==> src/acss_pkg.sv <==
// Behaviour
// - In automatic mode every digital input is watched all the time.
// - A valid input moves the sample clock onto it and is shown as reference.
// - Losing the external reference with no other valid input returns the clock to internal master.
// - Each input reports absent, locked, or locked and synchronous.
// - The preferred source is the reference while it carries a valid signal.
// - Without the preferred one, the others are scanned in turn for a valid one.
// - With no valid input at all the clock runs from the internal crystal.
// - A fixed internal mode ignores all inputs and acts as master.
// - Double rate splits the optical port two ways, four channels per port.
// - Quad rate splits the optical port four ways, two channels per port.
// - Single-speed word clock takes a base-rate clock at double or quad rate.
`default_nettype none
package acss_pkg;
  // Register byte offsets
  localparam logic [7:0] OFS_CTRL = 8'h00;
  localparam logic [7:0] OFS_STATUS = 8'h04;
  localparam logic [7:0] OFS_IRQ_STAT = 8'h08;
  localparam logic [7:0] OFS_IRQ_EN = 8'h0C;
  localparam logic [7:0] OFS_IRQ_CLR = 8'h10;
  // Control fields
  localparam int CTRL_FIXED_BIT = 0;
  localparam int CTRL_PREF_LSB = 1;
  localparam int CTRL_RATE_LSB = 4;
  localparam int CTRL_SINGLE_BIT = 6;
  localparam logic [31:0] CTRL_RESET = 32'h0000_0000;
  // Status fields
  localparam int STAT_REF_LSB = 8;
  localparam int STAT_MASTER_BIT = 11;
  // Interrupt events
  localparam int NUM_EVT = 3;
  localparam int EVT_REF_CHG = 0;
  localparam int EVT_REF_LOST = 1;
  localparam int EVT_LOCK_CHG = 2;
  // Source codes; inputs 0..3 are word, spdif, aes, optical
  localparam int NUM_SRC = 4;
  localparam logic [2:0] SRC_INTERNAL = 3'h0;
  localparam logic [2:0] SRC_WORD = 3'h1;
  // Input states
  localparam logic [1:0] ST_ABSENT = 2'h0;
  localparam logic [1:0] ST_LOCK = 2'h1;
  localparam logic [1:0] ST_SYNC = 2'h2;
  // Rate ranges and optical split
  localparam logic [1:0] RATE_SINGLE = 2'h0;
  localparam logic [1:0] RATE_DOUBLE = 2'h1;
  localparam logic [1:0] SPLIT_NONE = 2'h0;
  localparam logic [1:0] SPLIT_TWO = 2'h1;
  localparam logic [1:0] SPLIT_FOUR = 2'h2;
  localparam logic [3:0] CH_SINGLE = 4'h8;
  localparam logic [3:0] CH_DOUBLE = 4'h4;
  localparam logic [3:0] CH_QUAD = 4'h2;
  // Measurement window in local frame ticks, tolerance, hysteresis windows
  localparam int WIN_TICKS = 64;
  localparam int SYNC_TOL = 1;
  localparam int HYST_WIN = 2;
  // Selection state machine
  typedef enum logic [1:0] {
    ACSS_MASTER = 2'b00,
    ACSS_FOLLOW = 2'b01
  } acss_mode_t;
endpackage : acss_pkg
`default_nettype wire

==> src/acss_top.sv <==
// Implementation choices: the address map and the AXI4-Lite register port.
`default_nettype none
// Per-input lock and sync monitor
module acss_mon #(
  parameter int WIN = 64,
  parameter int TOL = 1,
  parameter int HYST = 2
) (
  input wire logic clk,
  input wire logic rst,
  input wire logic rx_valid,
  input wire logic rx_tick,
  input wire logic win_end,
  input wire logic [1:0] shift,
  output logic [1:0] state
);
  import acss_pkg::*;
  logic [7:0] cnt_r;
  logic [1:0] hcnt_r;
  logic lock_r;
  logic [1:0] state_r;
  wire [9:0] scaled = {2'h0, cnt_r} << shift;
  wire [9:0] lo = 10'(WIN - TOL);
  wire [9:0] hi = 10'(WIN + TOL);
  wire rate_ok = (scaled >= lo) && (scaled <= hi);
  wire [1:0] hcnt_nxt = (rx_valid != lock_r) ? hcnt_r + 2'h1 : 2'h0;
  wire flip = (rx_valid != lock_r) && (hcnt_r == 2'(HYST - 1));
  assign state = state_r;
  // Frame counting restarts every window; saturates on fast inputs
  always_ff @(posedge clk) begin
    if (rst) begin
      cnt_r <= 8'h00;
    end else if (win_end) begin
      cnt_r <= {7'h00, rx_tick};
    end else if (rx_tick && cnt_r != 8'hFF) begin
      cnt_r <= cnt_r + 8'h01;
    end
  end
  // windowed hysteresis
  // Lock follows the receiver only after HYST disagreeing windows
  always_ff @(posedge clk) begin
    if (rst) begin
      hcnt_r <= 2'h0;
      lock_r <= 1'b0;
      state_r <= ST_ABSENT;
    end else if (win_end) begin
      hcnt_r <= flip ? 2'h0 : hcnt_nxt;
      lock_r <= flip ? rx_valid : lock_r;
      if (!(flip ? rx_valid : lock_r)) begin
        state_r <= ST_ABSENT;
      end else begin
        state_r <= rate_ok ? ST_SYNC : ST_LOCK;
      end
    end
  end
endmodule : acss_mon

module acss_top #(
  parameter int WIN_TICKS_P = acss_pkg::WIN_TICKS,
  parameter int HYST_P = acss_pkg::HYST_WIN
) (
  // Clock and reset
  input wire logic CLOCK_IN,
  input wire logic RESET_IN,
  // Recovered inputs: word, spdif, aes, optical
  input wire logic [3:0] RX_VALID_IN,
  input wire logic [3:0] RX_FRAME_TICK_IN,
  input wire logic LOCAL_FRAME_TICK_IN,
  // Clock selection results
  output logic [2:0] CLK_REF_OUT,
  output logic CLOCK_MASTER_OUT,
  output logic [7:0] INPUT_STATE_OUT,
  output logic [1:0] OPT_SPLIT_OUT,
  output logic [3:0] OPT_CHANNELS_OUT,
  output logic IRQ_OUT,
  // AXI4-Lite write
  input wire logic [7:0] S_AXI_AWADDR_IN,
  input wire logic S_AXI_AWVALID_IN,
  output logic S_AXI_AWREADY_OUT,
  input wire logic [31:0] S_AXI_WDATA_IN,
  input wire logic [3:0] S_AXI_WSTRB_IN,
  input wire logic S_AXI_WVALID_IN,
  output logic S_AXI_WREADY_OUT,
  output logic [1:0] S_AXI_BRESP_OUT,
  output logic S_AXI_BVALID_OUT,
  input wire logic S_AXI_BREADY_IN,
  // AXI4-Lite read
  input wire logic [7:0] S_AXI_ARADDR_IN,
  input wire logic S_AXI_ARVALID_IN,
  output logic S_AXI_ARREADY_OUT,
  output logic [31:0] S_AXI_RDATA_OUT,
  output logic [1:0] S_AXI_RRESP_OUT,
  output logic S_AXI_RVALID_OUT,
  input wire logic S_AXI_RREADY_IN
);
  import acss_pkg::*;
  if (WIN_TICKS_P < 4 || WIN_TICKS_P > 200 || HYST_P < 1 || HYST_P > 4) begin
    $error("acss_top: window or hysteresis out of range");
  end
  logic [31:0] ctrl_r;
  logic [2:0] ref_r;
  logic master_r;
  logic [7:0] st_prev_r;
  logic [NUM_EVT-1:0] irq_st_r, irq_en_r;
  logic irq_r;
  logic [1:0] split_r;
  logic [3:0] chans_r;
  logic [7:0] win_r;
  logic win_end_r;
  logic [7:0] aw_addr_r;
  logic [31:0] w_data_r;
  logic aw_hold_r, w_hold_r, awrdy_r, wrdy_r, bvalid_r, bresp_err_r;
  logic arrdy_r, rvalid_r, rresp_err_r;
  logic [31:0] rdata_r;
  wire [7:0] st;

  // Control decode
  wire fixed_int = ctrl_r[CTRL_FIXED_BIT];
  wire [2:0] pref = ctrl_r[CTRL_PREF_LSB +: 3];
  wire [1:0] rate = ctrl_r[CTRL_RATE_LSB +: 2];
  wire single_wck = ctrl_r[CTRL_SINGLE_BIT];
  wire [1:0] rate_shift = (rate == RATE_SINGLE) ? 2'h0 :
                          (rate == RATE_DOUBLE) ? 2'h1 : 2'h2;

  // Window timing from the local sample clock
  always_ff @(posedge CLOCK_IN) begin
    if (RESET_IN) begin
      win_r <= 8'h00;
      win_end_r <= 1'b0;
    end else begin
      win_end_r <= LOCAL_FRAME_TICK_IN && win_r == 8'(WIN_TICKS_P - 1);
      if (LOCAL_FRAME_TICK_IN) begin
        win_r <= (win_r == 8'(WIN_TICKS_P - 1)) ? 8'h00 : win_r + 8'h01;
      end
    end
  end

  for (genvar i = 0; i < NUM_SRC; i++) begin : g_mon
    wire [1:0] sh = (i == 0 && single_wck) ? rate_shift : 2'h0;
    acss_mon #(.WIN(WIN_TICKS_P), .TOL(SYNC_TOL), .HYST(HYST_P)) u_mon (
      .clk(CLOCK_IN),
      .rst(RESET_IN),
      .rx_valid(RX_VALID_IN[i]),
      .rx_tick(RX_FRAME_TICK_IN[i]),
      .win_end(win_end_r),
      .shift(sh),
      .state(st[2*i +: 2])
    );
  end

  // scan from preferred onward, first valid wins
  function automatic logic [2:0] pick(input logic [2:0] p,
                                      input logic [7:0] s);
    logic [2:0] res;
    logic [1:0] idx;
    res = SRC_INTERNAL;
    for (int k = NUM_SRC - 1; k >= 0; k--) begin
      idx = 2'(p - 3'h1) + 2'(k);
      if (s[2*idx +: 2] != ST_ABSENT) begin
        res = 3'(idx) + SRC_WORD;
      end
    end
    return res;
  endfunction : pick

  // fixed internal, preferred first, none valid
  wire [2:0] sel = (fixed_int || pref == SRC_INTERNAL || pref > 3'h4) ?
                   SRC_INTERNAL : pick(pref, st);
  wire acss_mode_t mode_nxt = (sel == SRC_INTERNAL) ? ACSS_MASTER :
                               ACSS_FOLLOW;

  always_ff @(posedge CLOCK_IN) begin
    if (RESET_IN) begin
      ref_r <= SRC_INTERNAL;
      master_r <= 1'b1;
    end else begin
      ref_r <= sel;
      case (mode_nxt)
        ACSS_MASTER: master_r <= 1'b1;
        ACSS_FOLLOW: master_r <= 1'b0;
        default: master_r <= 1'b1;
      endcase
    end
  end

  // optical lane split by rate range
  always_ff @(posedge CLOCK_IN) begin
    if (RESET_IN) begin
      split_r <= SPLIT_NONE;
      chans_r <= CH_SINGLE;
    end else begin
      case (rate_shift)
        2'h0: begin
          split_r <= SPLIT_NONE;
          chans_r <= CH_SINGLE;
        end
        2'h1: begin
          split_r <= SPLIT_TWO;
          chans_r <= CH_DOUBLE;
        end
        default: begin
          split_r <= SPLIT_FOUR;
          chans_r <= CH_QUAD;
        end
      endcase
    end
  end

  // Interrupt events; a set beats a clear in the same cycle
  wire [NUM_EVT-1:0] evt;
  assign evt[EVT_REF_CHG] = sel != ref_r;
  assign evt[EVT_REF_LOST] = sel == SRC_INTERNAL && ref_r != SRC_INTERNAL;
  assign evt[EVT_LOCK_CHG] = st != st_prev_r;

  // AXI handshake decode
  wire aw_take = S_AXI_AWVALID_IN && awrdy_r;
  wire w_take = S_AXI_WVALID_IN && wrdy_r;
  wire wr_do = aw_hold_r && w_hold_r && !bvalid_r;
  wire ar_take = S_AXI_ARVALID_IN && arrdy_r;
  wire aw_hold_nxt = !wr_do && (aw_hold_r || aw_take);
  wire w_hold_nxt = !wr_do && (w_hold_r || w_take);
  wire bvalid_nxt = wr_do || (bvalid_r && !S_AXI_BREADY_IN);
  wire rvalid_nxt = ar_take || (rvalid_r && !S_AXI_RREADY_IN);
  wire wr_ctrl = wr_do && aw_addr_r == OFS_CTRL;
  wire wr_en = wr_do && aw_addr_r == OFS_IRQ_EN;
  wire wr_clr = wr_do && aw_addr_r == OFS_IRQ_CLR;
  wire wr_ok = wr_ctrl || wr_en || wr_clr;
  wire [31:0] strb_mask = {{8{S_AXI_WSTRB_IN[3]}}, {8{S_AXI_WSTRB_IN[2]}},
                           {8{S_AXI_WSTRB_IN[1]}}, {8{S_AXI_WSTRB_IN[0]}}};
  wire [NUM_EVT-1:0] clr = wr_clr ? w_data_r[NUM_EVT-1:0] : '0;
  wire [NUM_EVT-1:0] irq_st_nxt = (irq_st_r & ~clr) | evt;
  wire [31:0] stat_word = {20'h0_0000, master_r, ref_r, st};
  wire rd_ok = S_AXI_ARADDR_IN == OFS_CTRL || S_AXI_ARADDR_IN == OFS_STATUS ||
               S_AXI_ARADDR_IN == OFS_IRQ_STAT || S_AXI_ARADDR_IN == OFS_IRQ_EN;
  wire [31:0] rd_mux =
    (S_AXI_ARADDR_IN == OFS_CTRL) ? ctrl_r :
    (S_AXI_ARADDR_IN == OFS_STATUS) ? stat_word :
    (S_AXI_ARADDR_IN == OFS_IRQ_STAT) ? 32'(irq_st_r) :
    (S_AXI_ARADDR_IN == OFS_IRQ_EN) ? 32'(irq_en_r) : 32'h0000_0000;

  // Bus slave; write strobes apply to the held data word
  always_ff @(posedge CLOCK_IN) begin
    if (RESET_IN) begin
      aw_hold_r <= 1'b0;
      w_hold_r <= 1'b0;
      awrdy_r <= 1'b1;
      wrdy_r <= 1'b1;
      bvalid_r <= 1'b0;
      bresp_err_r <= 1'b0;
      arrdy_r <= 1'b1;
      rvalid_r <= 1'b0;
      rresp_err_r <= 1'b0;
      rdata_r <= 32'h0000_0000;
      aw_addr_r <= 8'h00;
      w_data_r <= 32'h0000_0000;
    end else begin
      aw_hold_r <= aw_hold_nxt;
      w_hold_r <= w_hold_nxt;
      awrdy_r <= !aw_hold_nxt;
      wrdy_r <= !w_hold_nxt;
      bvalid_r <= bvalid_nxt;
      arrdy_r <= !rvalid_nxt;
      rvalid_r <= rvalid_nxt;
      if (aw_take) aw_addr_r <= S_AXI_AWADDR_IN;
      if (w_take) w_data_r <= S_AXI_WDATA_IN & strb_mask;
      if (wr_do) bresp_err_r <= !wr_ok;
      if (ar_take) begin
        rdata_r <= rd_mux;
        rresp_err_r <= !rd_ok;
      end
    end
  end

  // Control and interrupt registers
  always_ff @(posedge CLOCK_IN) begin
    if (RESET_IN) begin
      ctrl_r <= CTRL_RESET;
      irq_st_r <= '0;
      irq_en_r <= '0;
      irq_r <= 1'b0;
      st_prev_r <= 8'h00;
    end else begin
      if (wr_ctrl) ctrl_r <= w_data_r;
      if (wr_en) irq_en_r <= w_data_r[NUM_EVT-1:0];
      irq_st_r <= irq_st_nxt;
      irq_r <= |(irq_st_nxt & (wr_en ? w_data_r[NUM_EVT-1:0] : irq_en_r));
      st_prev_r <= st;
    end
  end

  assign CLK_REF_OUT = ref_r;
  assign CLOCK_MASTER_OUT = master_r;
  assign INPUT_STATE_OUT = st;
  assign OPT_SPLIT_OUT = split_r;
  assign OPT_CHANNELS_OUT = chans_r;
  assign IRQ_OUT = irq_r;
  assign S_AXI_AWREADY_OUT = awrdy_r;
  assign S_AXI_WREADY_OUT = wrdy_r;
  assign S_AXI_BVALID_OUT = bvalid_r;
  assign S_AXI_BRESP_OUT = bresp_err_r ? 2'h2 : 2'h0;
  assign S_AXI_ARREADY_OUT = arrdy_r;
  assign S_AXI_RVALID_OUT = rvalid_r;
  assign S_AXI_RDATA_OUT = rdata_r;
  assign S_AXI_RRESP_OUT = rresp_err_r ? 2'h2 : 2'h0;

  // Checks on selection, input state and optical split behaviour
  property p_fixed;
    @(posedge CLOCK_IN) disable iff (RESET_IN)
    fixed_int |=> master_r && ref_r == SRC_INTERNAL;
  endproperty
  a_fixed: assert property (p_fixed) else $error("fixed mode not master");
  property p_pref;
    @(posedge CLOCK_IN) disable iff (RESET_IN)
    (!fixed_int && pref >= SRC_WORD && pref <= 3'h4 &&
     st[2*(pref-3'h1) +: 2] != ST_ABSENT) |=> ref_r == $past(pref);
  endproperty
  a_pref: assert property (p_pref) else $error("preferred not used");
  property p_lost;
    @(posedge CLOCK_IN) disable iff (RESET_IN)
    (st == 8'h00) |=> master_r && ref_r == SRC_INTERNAL;
  endproperty
  a_lost: assert property (p_lost) else $error("no input, not master");
  property p_drop;
    @(posedge CLOCK_IN) disable iff (RESET_IN)
    (ref_r != SRC_INTERNAL && st == 8'h00) |=>
      master_r && ref_r == SRC_INTERNAL;
  endproperty
  a_drop: assert property (p_drop) else $error("lost ref not master");
  property p_valid_ref;
    @(posedge CLOCK_IN) disable iff (RESET_IN)
    ref_r != SRC_INTERNAL |-> st_prev_r[2*(ref_r-3'h1) +: 2] != ST_ABSENT;
  endproperty
  a_valid_ref: assert property (p_valid_ref) else $error("bad ref");
  property p_scan;
    @(posedge CLOCK_IN) disable iff (RESET_IN)
    (!fixed_int && pref != SRC_INTERNAL && pref <= 3'h4 && st != 8'h00)
      |=> !master_r;
  endproperty
  a_scan: assert property (p_scan) else $error("valid input unused");
  property p_state;
    @(posedge CLOCK_IN) disable iff (RESET_IN)
    st[1:0] != 2'h3 && st[3:2] != 2'h3 && st[5:4] != 2'h3 && st[7:6] != 2'h3;
  endproperty
  a_state: assert property (p_state) else $error("bad input state");
  property p_hyst;
    @(posedge CLOCK_IN) disable iff (RESET_IN)
    $changed(st) |-> $past(win_end_r);
  endproperty
  a_hyst: assert property (p_hyst) else $error("state moved off window");
  property p_dbl;
    @(posedge CLOCK_IN) disable iff (RESET_IN)
    rate == RATE_DOUBLE |=> split_r == SPLIT_TWO && chans_r == CH_DOUBLE;
  endproperty
  a_dbl: assert property (p_dbl) else $error("double split wrong");
  property p_quad;
    @(posedge CLOCK_IN) disable iff (RESET_IN)
    rate[1] |=> split_r == SPLIT_FOUR && chans_r == CH_QUAD;
  endproperty
  a_quad: assert property (p_quad) else $error("quad split wrong");
  c_follow: cover property (@(posedge CLOCK_IN) $fell(master_r));
  c_fallback: cover property (@(posedge CLOCK_IN) $rose(master_r));
  c_sync: cover property (@(posedge CLOCK_IN) st[1:0] == ST_SYNC);
  c_irq: cover property (@(posedge CLOCK_IN) $rose(irq_r));
endmodule : acss_top
`default_nettype wire

==> config.mk <==
export PLATFORM = sky130hd
export DESIGN_NAME = acss_top
export DESIGN_NICKNAME = d
export VERILOG_FILES = /design/src/acss_pkg.sv /design/src/acss_top.sv
export SDC_FILE = /design/constraint.sdc
export NUM_CORES = 1
export LEC_CHECK = 0
export ABC_AREA = 1
export BUFFER_PORTS_ARGS = -buffer_cell sky130_fd_sc_hd__buf_2
export CAP_MARGIN = 25
export CORE_UTILIZATION = 45
export CTS_BUF_LIST = sky130_fd_sc_hd__clkbuf_8
export DETAILED_ROUTE_END_ITERATION = 10
export PLACE_DENSITY_LB_ADDON = 0.05
export SLEW_MARGIN = 40
export SYNTH_ARGS = -nofsm -noshare
export SYNTH_HDL_FRONTEND = slang
export SYNTH_HIERARCHICAL = 1
export SYNTH_SLANG_ARGS = --single-unit
==> constraint.sdc <==
create_clock -name CLOCK_IN -period 3.2 [get_ports CLOCK_IN]
set_input_delay 0.32 -clock CLOCK_IN [delete_from_list [all_inputs] [get_ports CLOCK_IN]]
set_output_delay 0.32 -clock CLOCK_IN [all_outputs]
set_load 0.02 [all_outputs]
Word level (Yosys, flattened, before mapping)
Cells that the tools add are included.

Add/subtract/negate cells: 17. Order comparisons: 9. Equal/unequal tests: 23. Shift-type cells: 5. Muxes and demuxes: 49. Bitwise gates (word level): 5. Reductions and logical operators: 63.

Operators with widths (count): two-way mux 2 bit (21); adder 8 x 1 -> 8 bit (second input constant) (5); bitwise AND 32 bit (1); two-way mux 32 bit (1); != test 8 bit (second input constant) (4); indexed part select 8 x 4 -> 2 bit (4); two-way mux 3 bit (9); logical AND 1 bit (26); == test 8 x 4 -> 1 bit (second input constant) (3); >= comparator 8 x 6 -> 1 bit (second input constant) (3); less-or-equal comparator 8 x 7 -> 1 bit (second input constant) (3); zero test 8 bit (2); nonzero test 2 bit (8); two-way mux 1 bit (14); adder 2 x 1 -> 3 bit (second input constant) (4); == test 2 x 1 -> 1 bit (second input constant) (6); two-way mux 12 bit (1); logical OR 1 bit (11); adder 2 x 1 -> 2 bit (second input constant) (5); >= comparator 10 x 6 -> 1 bit (second input constant) (1); less-or-equal comparator 10 x 7 -> 1 bit (second input constant) (1); << shifter 8 x 2 -> 10 bit (1); zero test 1 bit (9); == test 8 x 3 -> 1 bit (second input constant) (1); 20 further kinds (27).

Flip-flop bits (word level): 199. Input bits: 68. Output and inout bits: 60. Logic and storage cells: 214.

Logic depth before layout (Yosys ltp)
Word-level depth: 14. Depth in mapped cells: 19. Gate-level depth less buffers: 18.

By module
Netlist, hierarchy kept.

By module, submodules not included: acss_top (instances 1, cells an instance 764, area an instance 5851.9 µm²); acss_mon (instances 4, cells an instance 146, area an instance 903.4 µm²).

Worst setup path after synthesis
No wires, ideal clock.

Path type: reg2reg. Start point: register ctrl_r[1]. End point: register irq_r, in the netlist IRQ_OUT. Data arrival time: 1.985 ns. Path slack: 1.098 ns. Stages on the path, launching flop included: 20. Buffers on the path: 1. Clock period less this slack: 2.102 ns. Cells stage by stage: dfxtp_1 -> buf_6 -> inv_6 -> ha_1 -> inv_2 -> nand2_1 -> nand2_1 -> nand3_1 -> nand2_1 -> inv_1 -> nand3_1 -> nand3_2 -> nand2_2 -> nand2_1 -> nand2_1 -> nand2_1 -> nor2_1 -> nand2_1 -> nand2_1 -> nand3_2.

Cells in the longest elaborated chain, start to end: 14. Elaborated cells on any way between the ends: 31. Those cells by class: add/sub (8); order compare (1); eq/ne (1); shift (4); mux (5); bitwise (2); reduce/logical (10).

Ends and longest elaborated chain: start: declaration (RTL line acss_top.sv:100) `logic [31:0] ctrl_r;`; start signal: assignment (RTL line acss_top.sv:283) `if (wr_ctrl) ctrl_r <= w_data_r;`; subtractor 2 x 1 -> 2 bit (RTL line acss_top.sv:158) `idx = 2'(p - 3'h1) + 2'(k);`; adder 2 bit (RTL line acss_top.sv:158); indexed part select 8 x 4 -> 2 bit (RTL line acss_top.sv:159) `if (s[2*idx +: 2] != ST_ABSENT) begin`; nonzero test 2 bit (RTL line acss_top.sv:159); two-way mux 3 bit (4 in a row) (RTL line acss_top.sv:159); two-way mux 3 bit (*) (RTL line acss_top.sv:167) `wire [2:0] sel = (fixed_int || pref == SRC_INTERNAL || pref > 3'h4) ?`; zero test 3 bit (RTL line acss_top.sv:212) `assign evt[EVT_REF_LOST] = sel == SRC_INTERNAL && ref_r != SRC_INTERNAL;`; logical AND 1 bit (RTL line acss_top.sv:212); OR 3 bit (*) (RTL line acss_top.sv:231) `wire [NUM_EVT-1:0] irq_st_nxt = (irq_st_r & ~clr) | evt;`; bitwise AND 3 bit (*) (RTL line acss_top.sv:286) `irq_r <= |(irq_st_nxt & (wr_en ? w_data_r[NUM_EVT-1:0] : irq_en_r));`; OR reduction 3 bit (*) (RTL line acss_top.sv:286); end signal: assignment (RTL line acss_top.sv:286); end: declaration (RTL line acss_top.sv:105) `logic irq_r;`.

Every way passes the cells marked *; elsewhere a longest branch is shown, timed or not. A chain may end at the register's enable or synchronous reset.

Worst setup path in the final report
Same ends and word-level chain as after synthesis.

==> results.cfg <==
[status]
run_status = finished, final reports clean

[pwr]
power_per_cell_area_nw_per_um2 = 450
irDropWorstVdd_v = 0.000220
static-leakage-power_nw = 4.78

[final_layout]
multi_input_combinational_cell_area_um2 = 4740
area_growth_syn_to_layout_pct = 13.3
final_cell_mix = sky130_fd_sc_hd__nand2_1, sky130_fd_sc_hd__dfxtp_1, sky130_fd_sc_hd__nor2_1, sky130_fd_sc_hd__inv_1, sky130_fd_sc_hd__buf_2
layout.nets = 1545
final_util_pct = 52.5
nFillCells = 2090
final_common_cell = sky130_fd_sc_hd__nand2_1
layout.area.seq_um2 = 3920
final_layout_size_suffix_gt1_share_pct = 15.1

[logic_synthesis]
syn_area_per_cell_um2 = 7.02
synth_top_family_by_area = simple AND/OR/NAND/NOR gates
synth_cells = 1348
synth_seq_area_share_pct = 41.5
synth_fa_ha_area_share_pct = 1.72
synth_seq_cells = 196
synth_simple_gate_area_share_pct = 29.5
synth-compound-area-share_pct = 14.9
synth.area.mux_share_pct = 0
yosysWarnings = 6
area_of_the_mapped_netlist_um2 = 9470
synthXorXnorAreaFrac_pct = 3.05
netlist-cell-type-count = 43

[timing]
post_route_clock_skew_ns = 0.0190
hold_viol = 0
layout_min_cycle_time_ns = 2.57
slew_headroom_pct = 53.6
slew_violations = 0
report.final.setup_viol = 0
grt_setup_unrepaired = false
holdWs_ns = 0.0904
setup_total_negative_slack_ns = 0
min_period_over_period_pct = 80.3
least_setup_slack_across_all_paths_after_layout_ns = 0.631
max_freq_ghz = 0.389
tightest_slew_ns = 0.696

[clock_tree]
cts_buffers = 17
postCtsHoldBufs = 0
clk-insertion-delay-late_ns = 0.47
h-tree-depth = 4
clock_net_sink_count = 196
root_buffer = sky130_fd_sc_hd__clkbuf_8
max-clock-path-buffers = 2
cts.clk_slew.worst_paths_ns = 0.11
cts_tree = done
post_cts_resized = 0
number_of_post_cts_setup_repair_buffers = 0

[grt]
grt_pass1_wl_mm = 38.3
largest_net_degree_at_the_start_of_global_routing = 62
grt_pass1_vias = 8029
grt.overflow.total = 0
initial_antenna_violation_count = 1
global_route.usage.total_pct = 21.7

[min_path]
hold-path-cell-count = 4
holdCritStartpoint = S_AXI_BREADY_IN
min_delay_worst_endpoint = S_AXI_BVALID_OUT$_SDFF_PP0_
hold_class = in2reg

[setup_path]
critical_path_required_ns = 3.55
reg2regPathDepth = 16
worst_setup_end_kind = flip-flop
startpoint = ctrl_r[1]$_SDFFE_PP0P_
cp_cell_sequence = inv_6, ha_1, inv_2, nand2_1, nand2_1, nand3_2, nand2_4, nand2_1, a31oi_1, nand2_1, nand2_1, inv_2, nand3_2, nand2_1, nand2_1, nand3_2
critical-path-top-delay-family = simple AND/OR/NAND/NOR gates
critPathMaxFanout = 12
worst-setup-path-type = reg2reg
critical_path.reg2reg.endpoint = IRQ_OUT$_SDFF_PP0_
critPathMaxStageDelay_ns = 0.65
worst_r2r_startpoint = ctrl_r[1]$_SDFFE_PP0P_
cpMostUsedCell = sky130_fd_sc_hd__nand2_1
r2r_setup_slk_ns = 0.63
critical_path.n_buffers_inverters = 3
startpoint_type = flip-flop
timing.critical_path.arrival_ns = 2.92
worst_path_max_delay_cell = sky130_fd_sc_hd__dfxtp_1

[routing]
detail_route.drc_violations = 0
via_count = 8619
detail_route.wirelength_mm = 22.9
route.antenna.remaining_nets = 0
detailedRoute.firstPassIterationCount = 5
vias_per_cell = 4.93
first_iter_violations = 435
route.detailed.wl_per_inst_um = 13.1

[placement]
routabilityCongestion = 0.852
hpwl_mm = 16.4
place_ws_ns = 0.703
placement.io_buffers = 124

[die]
dieHeight_um = 147
area_enclosed_by_the_die_boundary_um2 = 21600
ioPinCount = 128
die_x_um = 147
core_um2 = 20400
initial_utilization_pct = 46.3
std_cell_rows = 52

[run]
max_cap_viol_count = 0
[worst min-delay path, cell delays in order]
cell                      delay, ns
sky130_fd_sc_hd__buf_2         0.08
sky130_fd_sc_hd__inv_1         0.03
sky130_fd_sc_hd__nand2_1       0.04
sky130_fd_sc_hd__a21oi_1       0.05
[cells in the mapped netlist (all sizes together)]
cell type	count	area, um2
dfxtp	196	3920
nand4	13	81.3
conb	1	3.75
clkinv	3	11.3
nand2	300	1160
clkbuf	32	124
nor2	169	634
a211oi	6	45.0
nor3	36	225
buf	28	196
nand3b	1	7.51
nor3b	1	7.51
nand3	102	561
a21oi	88	440
o211ai	9	67.6
o21ai	137	716
ha	13	163
o221ai	4	35.0
xnor2	6	52.6
a221o	1	10.0
inv	146	553
o22ai	4	25.0
o21a	4	30.0
or2	7	43.8
a31oi	7	43.8
nor4	7	65.1
xor2	27	236
[through the flow]
| step | area (um2) | power, mW | instances |
|---|---|---|---|
| final | 10700 | 4.83 | 1748 |
| after global routing | 10700 | 5.06 | 1747 |
| after CTS | 10700 | 4.87 | 1747 |
| after detailed placement | 10300 | 3.13 | 1715 |
| after global placement | 10300 | 3.13 | 1715 |
| after floorplan | 9550 | 2.97 | 1371 |
[routing by layer]
metal / share of wire [%] / GRT usage [%]
met5: 0 / 0
met4: 1.1 / 5.00
met3: 4.0 / 5.47
met2: 46 / 36.2
met1: 49 / 28.2
[sequential cells by signal, summed over array words and instances, names as in the netlist, 2 cells and up]
signal	count
win_r	8
irq_en_r	3
g_mon.u_mon/state	8
st_prev_r	8
irq_st_r	3
CLK_REF_OUT	3
ctrl_r	32
aw_addr_r	8
g_mon.u_mon/cnt_r	32
g_mon.u_mon/lock_r	4
g_mon.u_mon/hcnt_r	8
w_data_r	32
S_AXI_RDATA_OUT	32
OPT_CHANNELS_OUT	2
[worst max path at each step]
stage / endpoint / slack (ns) / depth (start not counted)
after floorplan: IRQ_OUT$_SDFF_PP0_ / 1.10 / 19
after global placement: IRQ_OUT$_SDFF_PP0_ / 0.74 / 18
after detailed placement: IRQ_OUT$_SDFF_PP0_ / 0.70 / 18
after CTS: IRQ_OUT$_SDFF_PP0_ / 0.66 / 18
after global routing: IRQ_OUT$_SDFF_PP0_ / 0.34 / 16
final: IRQ_OUT$_SDFF_PP0_ / 0.63 / 16
[cells by family (layout without fill, tap and decap cells)]
logic type,count (synthesis),count (layout)
buffers and inverters,209,315
AND/OR/NAND/NOR,636,636
AO/OA/AOI/OAI,260,260
flip-flops,196,196
adder cells (fa/ha/maj),13,13
XOR/XNOR,33,33
other,1,25
[final cells by class]
type                    instances  area share (%)
diodes                          1          0.0233
clock buffers                  17            2.18
clock inverters                15            1.96
inverters                     149            5.26
multi-input cells             966            44.2
flip-flops and latches        196            36.6
well taps                     270            3.15
repair buffers                134            6.60
[where the power goes]
group	internal (mW)	leakage, nW	total [mW]	switching [mW]
clock	0.746	0.218	1.75	1.00
combinational	0.170	2.97	0.509	0.340
sequential	2.52	1.59	2.57	0.0538
total	3.43	4.78	4.83	1.40
Power figures use the tool's default switching activity.
